**src/logic/bsw_pkg.sv**
```systemverilog
`default_nettype none
package bsw_pkg;
    // Bus geometry
    localparam int DATA_W     = 64;
    localparam int ADDR_W     = 32;
    localparam int WORD_W     = 32;
    localparam int BYTE_W     = 8;
    localparam int LANES      = 8;
    localparam int WORD_LANES = 4;
    localparam int LOW_W      = 3;

    // Transfer sizes, in log2 of bytes
    typedef enum logic [1:0] {
        BSW_SZ_BYTE  = 2'h0,
        BSW_SZ_HALF  = 2'h1,
        BSW_SZ_WORD  = 2'h2,
        BSW_SZ_DWORD = 2'h3
    } bsw_size_t;

    // Low address bits flipped in little-endian mode
    localparam logic [2:0] BSW_MOD_BYTE  = 3'h7;
    localparam logic [2:0] BSW_MOD_HALF  = 3'h6;
    localparam logic [2:0] BSW_MOD_WORD  = 3'h4;
    localparam logic [2:0] BSW_MOD_DWORD = 3'h0;

    // Endian mode encoding and reset value
    localparam logic BSW_MODE_BE  = 1'b0;
    localparam logic BSW_MODE_LE  = 1'b1;
    localparam logic BSW_MODE_RST = BSW_MODE_BE;

    // Doubleword size in bytes, one-byte unit
    localparam logic [3:0] BSW_DW_BYTES = 4'h8;
    localparam logic [3:0] BSW_ONE_BYTE = 4'h1;
    localparam logic [2:0] BSW_LOW_ONE  = 3'h1;
    localparam logic [2:0] BSW_LOW_ZERO = 3'h0;
endpackage : bsw_pkg
`default_nettype wire

```
**src/logic/bsw_swapper.sv**
```systemverilog
// How it works
// Storage keeps big-endian order; storage side is never reordered
// Cache block transfer addresses pass to storage unchanged in both modes
// Processor-to-storage data passes straight, no lane swap
// Little-endian: I/O master storage addresses are modified before access
// Same modification for transportable and presentation adaptors
// Little-endian: I/O-storage data reversed within each doubleword
// Narrow or unaligned transfers: each byte goes to mirrored lane
// One-word I/O bus: even/odd words land in mirrored storage halves
// Doubleword-crossing accesses are refused, must be split into several
// Requester splits unaligned accesses into aligned byte/half/word pieces
// Little-endian: processor I/O addresses are modified a second time
// Re-modification applies to I/O memory and control registers alike
// Processor-to-I/O data lane-swapped as on I/O-to-storage path
// Little-endian: every processor-to-I/O transfer is lane reversed
// Any enabled byte subset within a doubleword is swapped correctly
// I/O peer-to-peer transfers bypass modification and reversal
// All I/O storage accesses go through mode-controlled swap and modify
// Firmware sets endian mode before handing over to the system
// Big-endian: no swap, no modify; little-endian: both
// Little-endian lane n maps to lane 7-n; big-endian n to n
// One-word bus little-endian: even word to lanes 7-4, odd to 3-0
// Mode control is writable and readable in both modes
// Modification xors low bits: 111 byte, 110 half, 100 word, 000 dword
`timescale 1ns/100ps
`default_nettype none
module bsw_swapper (
    input  wire logic                       clk_i,
    input  wire logic                       reset_n_i,
    // Mode control
    input  wire logic                       mode_wr_i,
    input  wire logic                       mode_wdata_i,
    output logic                            mode_o,
    // Processor request
    input  wire logic                       cpu_valid_i,
    input  wire logic                       cpu_write_i,
    input  wire logic                       cpu_to_io_i,
    input  wire logic                       cpu_cache_i,
    input  wire bsw_pkg::bsw_size_t         cpu_size_i,
    input  wire logic [bsw_pkg::ADDR_W-1:0] cpu_addr_i,
    input  wire logic [bsw_pkg::DATA_W-1:0] cpu_wdata_i,
    input  wire logic [bsw_pkg::LANES-1:0]  cpu_be_i,
    // Processor to storage
    output logic                            sto_valid_o,
    output logic                            sto_write_o,
    output logic                            sto_cache_o,
    output logic [bsw_pkg::ADDR_W-1:0]      sto_addr_o,
    output logic [bsw_pkg::DATA_W-1:0]      sto_wdata_o,
    output logic [bsw_pkg::LANES-1:0]       sto_be_o,
    // Processor to I/O
    output logic                            pio_valid_o,
    output logic                            pio_write_o,
    output logic [bsw_pkg::ADDR_W-1:0]      pio_addr_o,
    output logic [bsw_pkg::DATA_W-1:0]      pio_wdata_o,
    output logic [bsw_pkg::LANES-1:0]       pio_be_o,
    // Read returns toward the processor, and toward the I/O master when sto_rdma_i is set
    input  wire logic                       sto_rvalid_i,
    input  wire logic                       sto_rdma_i,
    input  wire logic [bsw_pkg::DATA_W-1:0] sto_rdata_i,
    input  wire logic                       pio_rvalid_i,
    input  wire logic [bsw_pkg::DATA_W-1:0] pio_rdata_i,
    output logic                            cpu_rvalid_o,
    output logic [bsw_pkg::DATA_W-1:0]      cpu_rdata_o,
    // I/O master request
    input  wire logic                       dma_valid_i,
    input  wire logic                       dma_write_i,
    input  wire logic                       dma_peer_i,
    input  wire logic                       dma_narrow_i,
    input  wire bsw_pkg::bsw_size_t         dma_size_i,
    input  wire logic [bsw_pkg::ADDR_W-1:0] dma_addr_i,
    input  wire logic [bsw_pkg::DATA_W-1:0] dma_wdata_i,
    input  wire logic [bsw_pkg::LANES-1:0]  dma_be_i,
    // I/O master to storage
    output logic                            dsto_valid_o,
    output logic                            dsto_write_o,
    output logic [bsw_pkg::ADDR_W-1:0]      dsto_addr_o,
    output logic [bsw_pkg::DATA_W-1:0]      dsto_wdata_o,
    output logic [bsw_pkg::LANES-1:0]       dsto_be_o,
    // I/O peer bypass
    output logic                            peer_valid_o,
    output logic                            peer_write_o,
    output logic [bsw_pkg::ADDR_W-1:0]      peer_addr_o,
    output logic [bsw_pkg::DATA_W-1:0]      peer_wdata_o,
    output logic [bsw_pkg::LANES-1:0]       peer_be_o,
    // I/O master status and read data
    output logic                            dma_split_err_o,
    output logic                            dma_rvalid_o,
    output logic [bsw_pkg::DATA_W-1:0]      dma_rdata_o
);
    import bsw_pkg::*;

    // Mirror byte lanes within a doubleword; its own inverse
    function automatic logic [DATA_W-1:0] rev_data(input logic [DATA_W-1:0] d);
        logic [DATA_W-1:0] r;
        r = '0;
        for (int i = 0; i < LANES; i++) begin
            r[i*BYTE_W +: BYTE_W] = d[(LANES-1-i)*BYTE_W +: BYTE_W];
        end
        return r;
    endfunction : rev_data

    // Mirror per-lane enables, so odd byte subsets follow their data
    function automatic logic [LANES-1:0] rev_be(input logic [LANES-1:0] b);
        logic [LANES-1:0] r;
        r = '0;
        for (int i = 0; i < LANES; i++) begin
            r[i] = b[LANES-1-i];
        end
        return r;
    endfunction : rev_be

    // Low-bit modification by access size, little-endian only
    function automatic logic [ADDR_W-1:0] mod_addr(input logic [ADDR_W-1:0] a,
                                                   input bsw_size_t s,
                                                   input logic le);
        logic [2:0] x;
        case (s)
            BSW_SZ_BYTE: x = BSW_MOD_BYTE;
            BSW_SZ_HALF: x = BSW_MOD_HALF;
            BSW_SZ_WORD: x = BSW_MOD_WORD;
            default:     x = BSW_MOD_DWORD;
        endcase
        if (le != BSW_MODE_LE) begin
            x = BSW_MOD_DWORD;
        end
        return {a[ADDR_W-1:LOW_W], a[LOW_W-1:0] ^ x};
    endfunction : mod_addr

    logic                mode_reg;
    logic                dma_le_c;
    logic                odd_c;
    logic [3:0]          nbytes_c;
    logic [3:0]          end_c;
    logic                dma_err_c;
    logic                dma_go_c;
    logic [DATA_W-1:0]   dma_wide_c;
    logic [LANES-1:0]    dma_wbe_c;
    logic                rd_narrow_reg;
    logic                rd_odd_reg;
    logic [DATA_W-1:0]   srd_swap_c;

    // Mode control: firmware stores it once at boot, readable any time
    always_ff @(posedge clk_i or negedge reset_n_i) begin
        if (!reset_n_i) begin
            mode_reg <= BSW_MODE_RST;
        end else if (mode_wr_i) begin
            mode_reg <= mode_wdata_i;
        end
    end
    assign mode_o = mode_reg;
    assign dma_le_c = (mode_reg == BSW_MODE_LE);

    // Crossing check; address modification is meaningless on such accesses
    assign nbytes_c  = BSW_ONE_BYTE << dma_size_i;
    assign end_c     = {1'b0, dma_addr_i[LOW_W-1:0]} + nbytes_c;
    assign odd_c     = dma_addr_i[LOW_W-1];
    assign dma_err_c = (end_c > BSW_DW_BYTES)
                     || (dma_le_c && ((dma_addr_i[LOW_W-1:0] & (nbytes_c[2:0] - BSW_LOW_ONE)) != BSW_LOW_ZERO));
    assign dma_go_c  = dma_valid_i && !dma_peer_i && !dma_err_c;

    // Widen one-word bus data into its doubleword half before any swap
    always_comb begin
        dma_wide_c = dma_wdata_i;
        dma_wbe_c  = dma_be_i;
        if (dma_narrow_i) begin
            if (odd_c) begin
                dma_wide_c = {{WORD_W{1'b0}}, dma_wdata_i[WORD_W-1:0]};
                dma_wbe_c  = {{WORD_LANES{1'b0}}, dma_be_i[WORD_LANES-1:0]};
            end else begin
                dma_wide_c = {dma_wdata_i[WORD_W-1:0], {WORD_W{1'b0}}};
                dma_wbe_c  = {dma_be_i[WORD_LANES-1:0], {WORD_LANES{1'b0}}};
            end
        end
    end

    // Processor to storage: always straight through, storage stays big-endian
    always_ff @(posedge clk_i or negedge reset_n_i) begin
        if (!reset_n_i) begin
            sto_valid_o <= 1'b0;
            sto_write_o <= 1'b0;
            sto_cache_o <= 1'b0;
            sto_addr_o  <= '0;
            sto_wdata_o <= '0;
            sto_be_o    <= '0;
        end else begin
            sto_valid_o <= cpu_valid_i && !cpu_to_io_i;
            sto_write_o <= cpu_write_i;
            sto_cache_o <= cpu_cache_i;
            sto_addr_o  <= cpu_addr_i;
            sto_wdata_o <= cpu_wdata_i;
            sto_be_o    <= cpu_be_i;
        end
    end

    // Processor to I/O: second modification plus lane reversal in LE
    always_ff @(posedge clk_i or negedge reset_n_i) begin
        if (!reset_n_i) begin
            pio_valid_o <= 1'b0;
            pio_write_o <= 1'b0;
            pio_addr_o  <= '0;
            pio_wdata_o <= '0;
            pio_be_o    <= '0;
        end else begin
            pio_valid_o <= cpu_valid_i && cpu_to_io_i;
            pio_write_o <= cpu_write_i;
            pio_addr_o  <= mod_addr(cpu_addr_i, cpu_size_i, mode_reg);
            pio_wdata_o <= dma_le_c ? rev_data(cpu_wdata_i) : cpu_wdata_i;
            pio_be_o    <= dma_le_c ? rev_be(cpu_be_i) : cpu_be_i;
        end
    end

    // I/O master to storage: every access crosses the swap and modify stage
    always_ff @(posedge clk_i or negedge reset_n_i) begin
        if (!reset_n_i) begin
            dsto_valid_o    <= 1'b0;
            dsto_write_o    <= 1'b0;
            dsto_addr_o     <= '0;
            dsto_wdata_o    <= '0;
            dsto_be_o       <= '0;
            dma_split_err_o <= 1'b0;
        end else begin
            dsto_valid_o    <= dma_go_c;
            dsto_write_o    <= dma_write_i;
            dsto_addr_o     <= mod_addr(dma_addr_i, dma_size_i, mode_reg);
            dsto_wdata_o    <= dma_le_c ? rev_data(dma_wide_c) : dma_wide_c;
            dsto_be_o       <= dma_le_c ? rev_be(dma_wbe_c) : dma_wbe_c;
            dma_split_err_o <= dma_valid_i && !dma_peer_i && dma_err_c;
        end
    end

    // Peer transfers never see the endian logic
    always_ff @(posedge clk_i or negedge reset_n_i) begin
        if (!reset_n_i) begin
            peer_valid_o <= 1'b0;
            peer_write_o <= 1'b0;
            peer_addr_o  <= '0;
            peer_wdata_o <= '0;
            peer_be_o    <= '0;
        end else begin
            peer_valid_o <= dma_valid_i && dma_peer_i;
            peer_write_o <= dma_write_i;
            peer_addr_o  <= dma_addr_i;
            peer_wdata_o <= dma_wdata_i;
            peer_be_o    <= dma_be_i;
        end
    end

    // Word selection of the last I/O read; one read outstanding at a time
    always_ff @(posedge clk_i or negedge reset_n_i) begin
        if (!reset_n_i) begin
            rd_narrow_reg <= 1'b0;
            rd_odd_reg    <= 1'b0;
        end else if (dma_go_c && !dma_write_i) begin
            rd_narrow_reg <= dma_narrow_i;
            rd_odd_reg    <= odd_c;
        end
    end

    // Storage read toward I/O: reverse, then pick the word half
    assign srd_swap_c = dma_le_c ? rev_data(sto_rdata_i) : sto_rdata_i;
    always_ff @(posedge clk_i or negedge reset_n_i) begin
        if (!reset_n_i) begin
            dma_rvalid_o <= 1'b0;
            dma_rdata_o  <= '0;
        end else begin
            dma_rvalid_o <= sto_rvalid_i && sto_rdma_i;
            if (!rd_narrow_reg) begin
                dma_rdata_o <= srd_swap_c;
            end else if (rd_odd_reg) begin
                dma_rdata_o <= {{WORD_W{1'b0}}, srd_swap_c[WORD_W-1:0]};
            end else begin
                dma_rdata_o <= {{WORD_W{1'b0}}, srd_swap_c[DATA_W-1:WORD_W]};
            end
        end
    end

    // Read data to the processor; I/O return wins a same-cycle clash
    always_ff @(posedge clk_i or negedge reset_n_i) begin
        if (!reset_n_i) begin
            cpu_rvalid_o <= 1'b0;
            cpu_rdata_o  <= '0;
        end else begin
            cpu_rvalid_o <= pio_rvalid_i || (sto_rvalid_i && !sto_rdma_i);
            if (pio_rvalid_i) begin
                cpu_rdata_o <= dma_le_c ? rev_data(pio_rdata_i) : pio_rdata_i;
            end else begin
                cpu_rdata_o <= sto_rdata_i;
            end
        end
    end
endmodule : bsw_swapper
`default_nettype wire

```
**config.mk**
```make
export PLATFORM = sky130hd
export DESIGN_NAME = bsw_swapper
export DESIGN_NICKNAME = d
export VERILOG_FILES = /design/src/logic/bsw_pkg.sv /design/src/logic/bsw_swapper.sv
export SDC_FILE = /design/constraint.sdc
export NUM_CORES = 1
export LEC_CHECK = 0
export ABC_CLOCK_PERIOD_IN_PS = 2100
export BUFFER_PORTS_ARGS = -buffer_cell sky130_fd_sc_hd__buf_2
export CAP_MARGIN = 30
export CORE_AREA = 4 4 352 354
export DETAILED_ROUTE_END_ITERATION = 10
export DIE_AREA = 0 0 356 358
export GPL_TIMING_DRIVEN = 0
export PLACE_DENSITY = 0.31
export SLEW_MARGIN = 0
export SYNTH_ARGS = -nofsm -noshare
export SYNTH_HDL_FRONTEND = slang
export SYNTH_SLANG_ARGS = --single-unit
export TNS_END_PERCENT = 5
```
**constraint.sdc**
```tcl
create_clock -name clk_i -period 2.1 [get_ports clk_i]
set_input_delay 0.42 -clock clk_i [delete_from_list [all_inputs] [get_ports clk_i]]
set_output_delay 0.42 -clock clk_i [all_outputs]
set_load 0.05 [all_outputs]
```
==> metrics.txt <==
# TYPE chip_impl_metric gauge
chip_impl_metric{name="synth.distinct_cells",unit=""} 30
chip_impl_metric{name="final.fill_count",unit=""} 13000
chip_impl_metric{name="fin_worst_skew",unit="ps"} 13.3
chip_impl_metric{name="worst_ir_drop_on_vdd",unit="mV"} 0.529
chip_impl_metric{name="count_of_flip_flops_with_a_built_in_enable_after_synthesis",unit=""} 0
chip_impl_metric{name="yosys.area.top_type_share",unit="%"} 69.5
chip_impl_metric{name="portBuffers",unit=""} 910
chip_impl_metric{name="wl",unit="mm"} 96.6
chip_impl_metric{name="die_area",unit="mm2"} 0.127
chip_impl_metric{name="timing.slew.headroom",unit="%"} 45.2
chip_impl_metric{name="drt_first_pass_iters",unit=""} 6
chip_impl_metric{name="clock_sinks",unit=""} 499
chip_impl_metric{name="critPathRequiredTime",unit="ps"} 2590
chip_impl_metric{name="yosysWarnings",unit=""} 0
chip_impl_info{name="crit_end_category",value="register"} 1
chip_impl_info{name="grt_setup_unrepaired",value="no"} 1
chip_impl_metric{name="syn_area_per_cell",unit="um2"} 14.2
chip_impl_metric{name="die_y",unit="um"} 358
chip_impl_metric{name="detail_route.drc_violations",unit=""} 0
chip_impl_metric{name="dieWidth",unit="um"} 356
chip_impl_info{name="yosys.area.top_type",value="sky130_fd_sc_hd__dfrtp_1"} 1
chip_impl_metric{name="maxCapViolations",unit=""} 0
chip_impl_metric{name="final.setup.tns",unit="ps"} 0
chip_impl_metric{name="design_power_total",unit="mW"} 30.4
chip_impl_metric{name="detailedPlacementHpwl",unit="mm"} 76.5
chip_impl_metric{name="max_freq",unit="GHz"} 0.508
chip_impl_metric{name="maximum_number_of_pins_on_one_net_before_global_route_repair",unit=""} 111
chip_impl_metric{name="transition_at_the_pin_with_the_smallest_max_transition_slack",unit="ps"} 822
chip_impl_metric{name="cts.repair_timing.setup_buffer_count",unit=""} 0
chip_impl_metric{name="design_area",unit="mm2"} 0.0292
chip_impl_metric{name="clk_pin_slew_worst_paths",unit="ps"} 60
chip_impl_metric{name="final.min_clock_period",unit="ps"} 1970
chip_impl_metric{name="flow.area_growth_from_synthesis",unit="%"} 62.3
chip_impl_metric{name="cts-root-to-sink-buffers",unit=""} 3
chip_impl_info{name="hold_path.class",value="primary input to register"} 1
chip_impl_metric{name="cts_made_buffers",unit=""} 67
chip_impl_info{name="outcome",value="complete, no violations"} 1
chip_impl_info{name="top_reg_cell_synth",value="sky130_fd_sc_hd__dfrtp_1"} 1
chip_impl_metric{name="grt_pass1_vias",unit=""} 16800
chip_impl_metric{name="post-route-period-util",unit="%"} 93.7
chip_impl_metric{name="syn-num-nets",unit=""} 1629
chip_impl_metric{name="detail-route-antenna-nets",unit=""} 0
chip_impl_metric{name="grt.total_usage",unit="%"} 14.6
chip_impl_metric{name="post_synth_inst_count",unit=""} 1268
chip_impl_metric{name="drv_slew",unit=""} 0
chip_impl_metric{name="wire_length_of_the_first_global_routing_pass",unit="mm"} 132
chip_impl_metric{name="layout-drive-gt1-share",unit="%"} 48.4
chip_impl_metric{name="global_route.overflow_total",unit=""} 0
chip_impl_metric{name="timing.final.hold_violations",unit=""} 0
chip_impl_metric{name="boundaryPins",unit=""} 912
chip_impl_metric{name="number_of_violations_reported_at_the_end_of_detailed_routing_iteration_0",unit=""} 857
chip_impl_info{name="synth_area_leaders",value="sky130_fd_sc_hd__dfrtp_1 69%, sky130_fd_sc_hd__mux2i_1 5.4%, sky130_fd_sc_hd__a21oi_1 5.1%, sky130_fd_sc_hd__mux2_2 4.5%, sky130_fd_sc_hd__mux4_2 4.0%"} 1
chip_impl_metric{name="place.gp.congestion",unit=""} 0.849
chip_impl_info{name="final_common_cell",value="sky130_fd_sc_hd__buf_2"} 1
chip_impl_metric{name="core_area",unit="mm2"} 0.121
chip_impl_metric{name="static-leakage-power",unit="nW"} 13.8
chip_impl_metric{name="detail_routed_via_count_per_cell",unit=""} 3.70
chip_impl_metric{name="synth.yosys.seq_area_share",unit="%"} 69.5
chip_impl_metric{name="via_count",unit=""} 15400
chip_impl_info{name="criticalPathCategory",value="register to register"} 1
chip_impl_metric{name="cp_data_arrival_time",unit="ps"} 2460
chip_impl_metric{name="powerDensity",unit="mW/mm2"} 1040
chip_impl_info{name="mostFrequentLayoutCells",value="926 x sky130_fd_sc_hd__buf_2, 499 x sky130_fd_sc_hd__dfrtp_1, 223 x sky130_fd_sc_hd__dlygate4sd3_1, 182 x sky130_fd_sc_hd__a21oi_1, 100 x sky130_fd_sc_hd__nor2_1"} 1
chip_impl_metric{name="row_count",unit=""} 128
chip_impl_metric{name="post-route-util",unit="%"} 24.1
chip_impl_metric{name="synth_async_sr_flop_share",unit="%"} 100
chip_impl_metric{name="synthesis.area",unit="mm2"} 0.0180
chip_impl_metric{name="report.final.setup_viol",unit=""} 0
chip_impl_metric{name="clock_tree.htree_level_count",unit=""} 3
chip_impl_metric{name="yosys_register_bits",unit=""} 499
chip_impl_metric{name="initial_core_util",unit="%"} 14.8
chip_impl_info{name="clockRootBuffer",value="sky130_fd_sc_hd__clkbuf_16"} 1
chip_impl_metric{name="insertion_delay",unit="ps"} 650
chip_impl_metric{name="placed_cells_incl_taps",unit=""} 3808
chip_impl_metric{name="postPlaceCellArea",unit="mm2"} 0.0247
chip_impl_metric{name="crit_fanout",unit=""} 11
chip_impl_metric{name="grt_antenna_before_repair",unit=""} 14
chip_impl_metric{name="num-nets-final",unit=""} 2835
chip_impl_info{name="tritoncts",value="done"} 1
chip_impl_metric{name="layoutNonFillerInstCount",unit=""} 4155
chip_impl_info{name="setup.worst_path.start_class",value="register"} 1
chip_impl_metric{name="routedWlPerCell",unit="um"} 23.3
[final timing paths]
kind	cells past startpoint	slack (ps)	end	from
worst max-delay path	5	130	cpu_rdata_o[4]	mode_o
worst min-delay path	2	80	dsto_addr_o[0]	dma_addr_i[0]
worst max register to register	5	130	cpu_rdata_o[4]	mode_o
worst min register to register	1	530	rd_odd_reg	rd_odd_reg
max in group asynchronous	4	180	sto_wdata_o[47]	reset_n_i
min in group asynchronous	2	300	peer_addr_o[1]	reset_n_i
[layout make-up]
| cell class | count | area [um2] | share of cell area, % |
|---|---|---|---|
| clock inverters | 19 | 231 | 0.794 |
| diodes | 5 | 12.5 | 0.0429 |
| flip-flops and latches | 499 | 12500 | 42.8 |
| repair buffers | 1138 | 6930 | 23.7 |
| well taps | 1625 | 2030 | 6.97 |
| multi-input cells | 628 | 4700 | 16.1 |
| clock buffers | 101 | 1940 | 6.64 |
| inverters | 5 | 23.8 | 0.0815 |
| plain buffers | 135 | 816 | 2.80 |
[synthesized netlist by cell type (2+ instances only)]
library cell,count
sky130_fd_sc_hd__dfrtp_1,499
sky130_fd_sc_hd__buf_2,30
sky130_fd_sc_hd__xor2_1,2
sky130_fd_sc_hd__nand3_1,32
sky130_fd_sc_hd__mux2i_1,97
sky130_fd_sc_hd__a21oi_1,182
sky130_fd_sc_hd__nand2_2,2
sky130_fd_sc_hd__mux2_1,2
sky130_fd_sc_hd__buf_4,61
sky130_fd_sc_hd__a21o_1,2
sky130_fd_sc_hd__nor2_1,101
sky130_fd_sc_hd__nand2_1,5
sky130_fd_sc_hd__mux4_2,32
sky130_fd_sc_hd__inv_1,4
sky130_fd_sc_hd__buf_1,3
sky130_fd_sc_hd__nor2b_1,41
sky130_fd_sc_hd__nand2b_1,7
sky130_fd_sc_hd__mux2_2,72
sky130_fd_sc_hd__and2_1,3
sky130_fd_sc_hd__xnor2_1,5
sky130_fd_sc_hd__ha_1,5
sky130_fd_sc_hd__clkbuf_1,42
sky130_fd_sc_hd__o21ai_0,32
[kinds of logic (layout without fill, tap and decap cells)]
logic type | Yosys count | count (layout) | share of synthesized area [%]
compound gates | 218 | 218 | 6.17
flops | 499 | 499 | 69.5
xor+xnor | 7 | 7 | 0.341
simple gates | 194 | 194 | 5.07
buf+inv | 141 | 1398 | 4.43
mux | 203 | 203 | 14.0
other cells | 0 | 5 | 0
fa+ha+maj | 6 | 6 | 0.460
[stage by stage]
| step | hold WS, ps | worst slack [ps] |
|---|---|---|
| after floorplan | 124 | -77.8 |
| after global placement | 505 | -10320 |
| after detailed placement | 451 | -686 |
| after CTS | 3.82 | 7.44 |
| after global routing | 35.4 | 3.35 |
| final | 76.7 | 132 |
[critical path, cell delays in order (launching register included)]
cell,delay (ps)
sky130_fd_sc_hd__dfrtp_1,350
sky130_fd_sc_hd__buf_4,300
sky130_fd_sc_hd__buf_4,330
sky130_fd_sc_hd__buf_4,280
sky130_fd_sc_hd__mux2i_1,390
sky130_fd_sc_hd__a21oi_1,120
[per-layer routing]
layer  track usage (%)  routed length, um  vias up
met5                 0                 25        -
met4              4.56               2170        4
met3              3.72               6270      106
met2              25.8              49900      586
met1              17.4              38300     7947
li1                  -                  -     6717
[where the power goes]
group,switching (mW),internal (mW)
registers,0.281,10.5
clock network,4.65,6.67
logic,6.17,2.07
[what timing repair did]
item	in CTS	in global routing
hold buffers	223	0
setup endpoints to repair	262	209
hold endpoints to repair	359	0
resized for setup	21	5
Power figures use the tool's default switching activity.
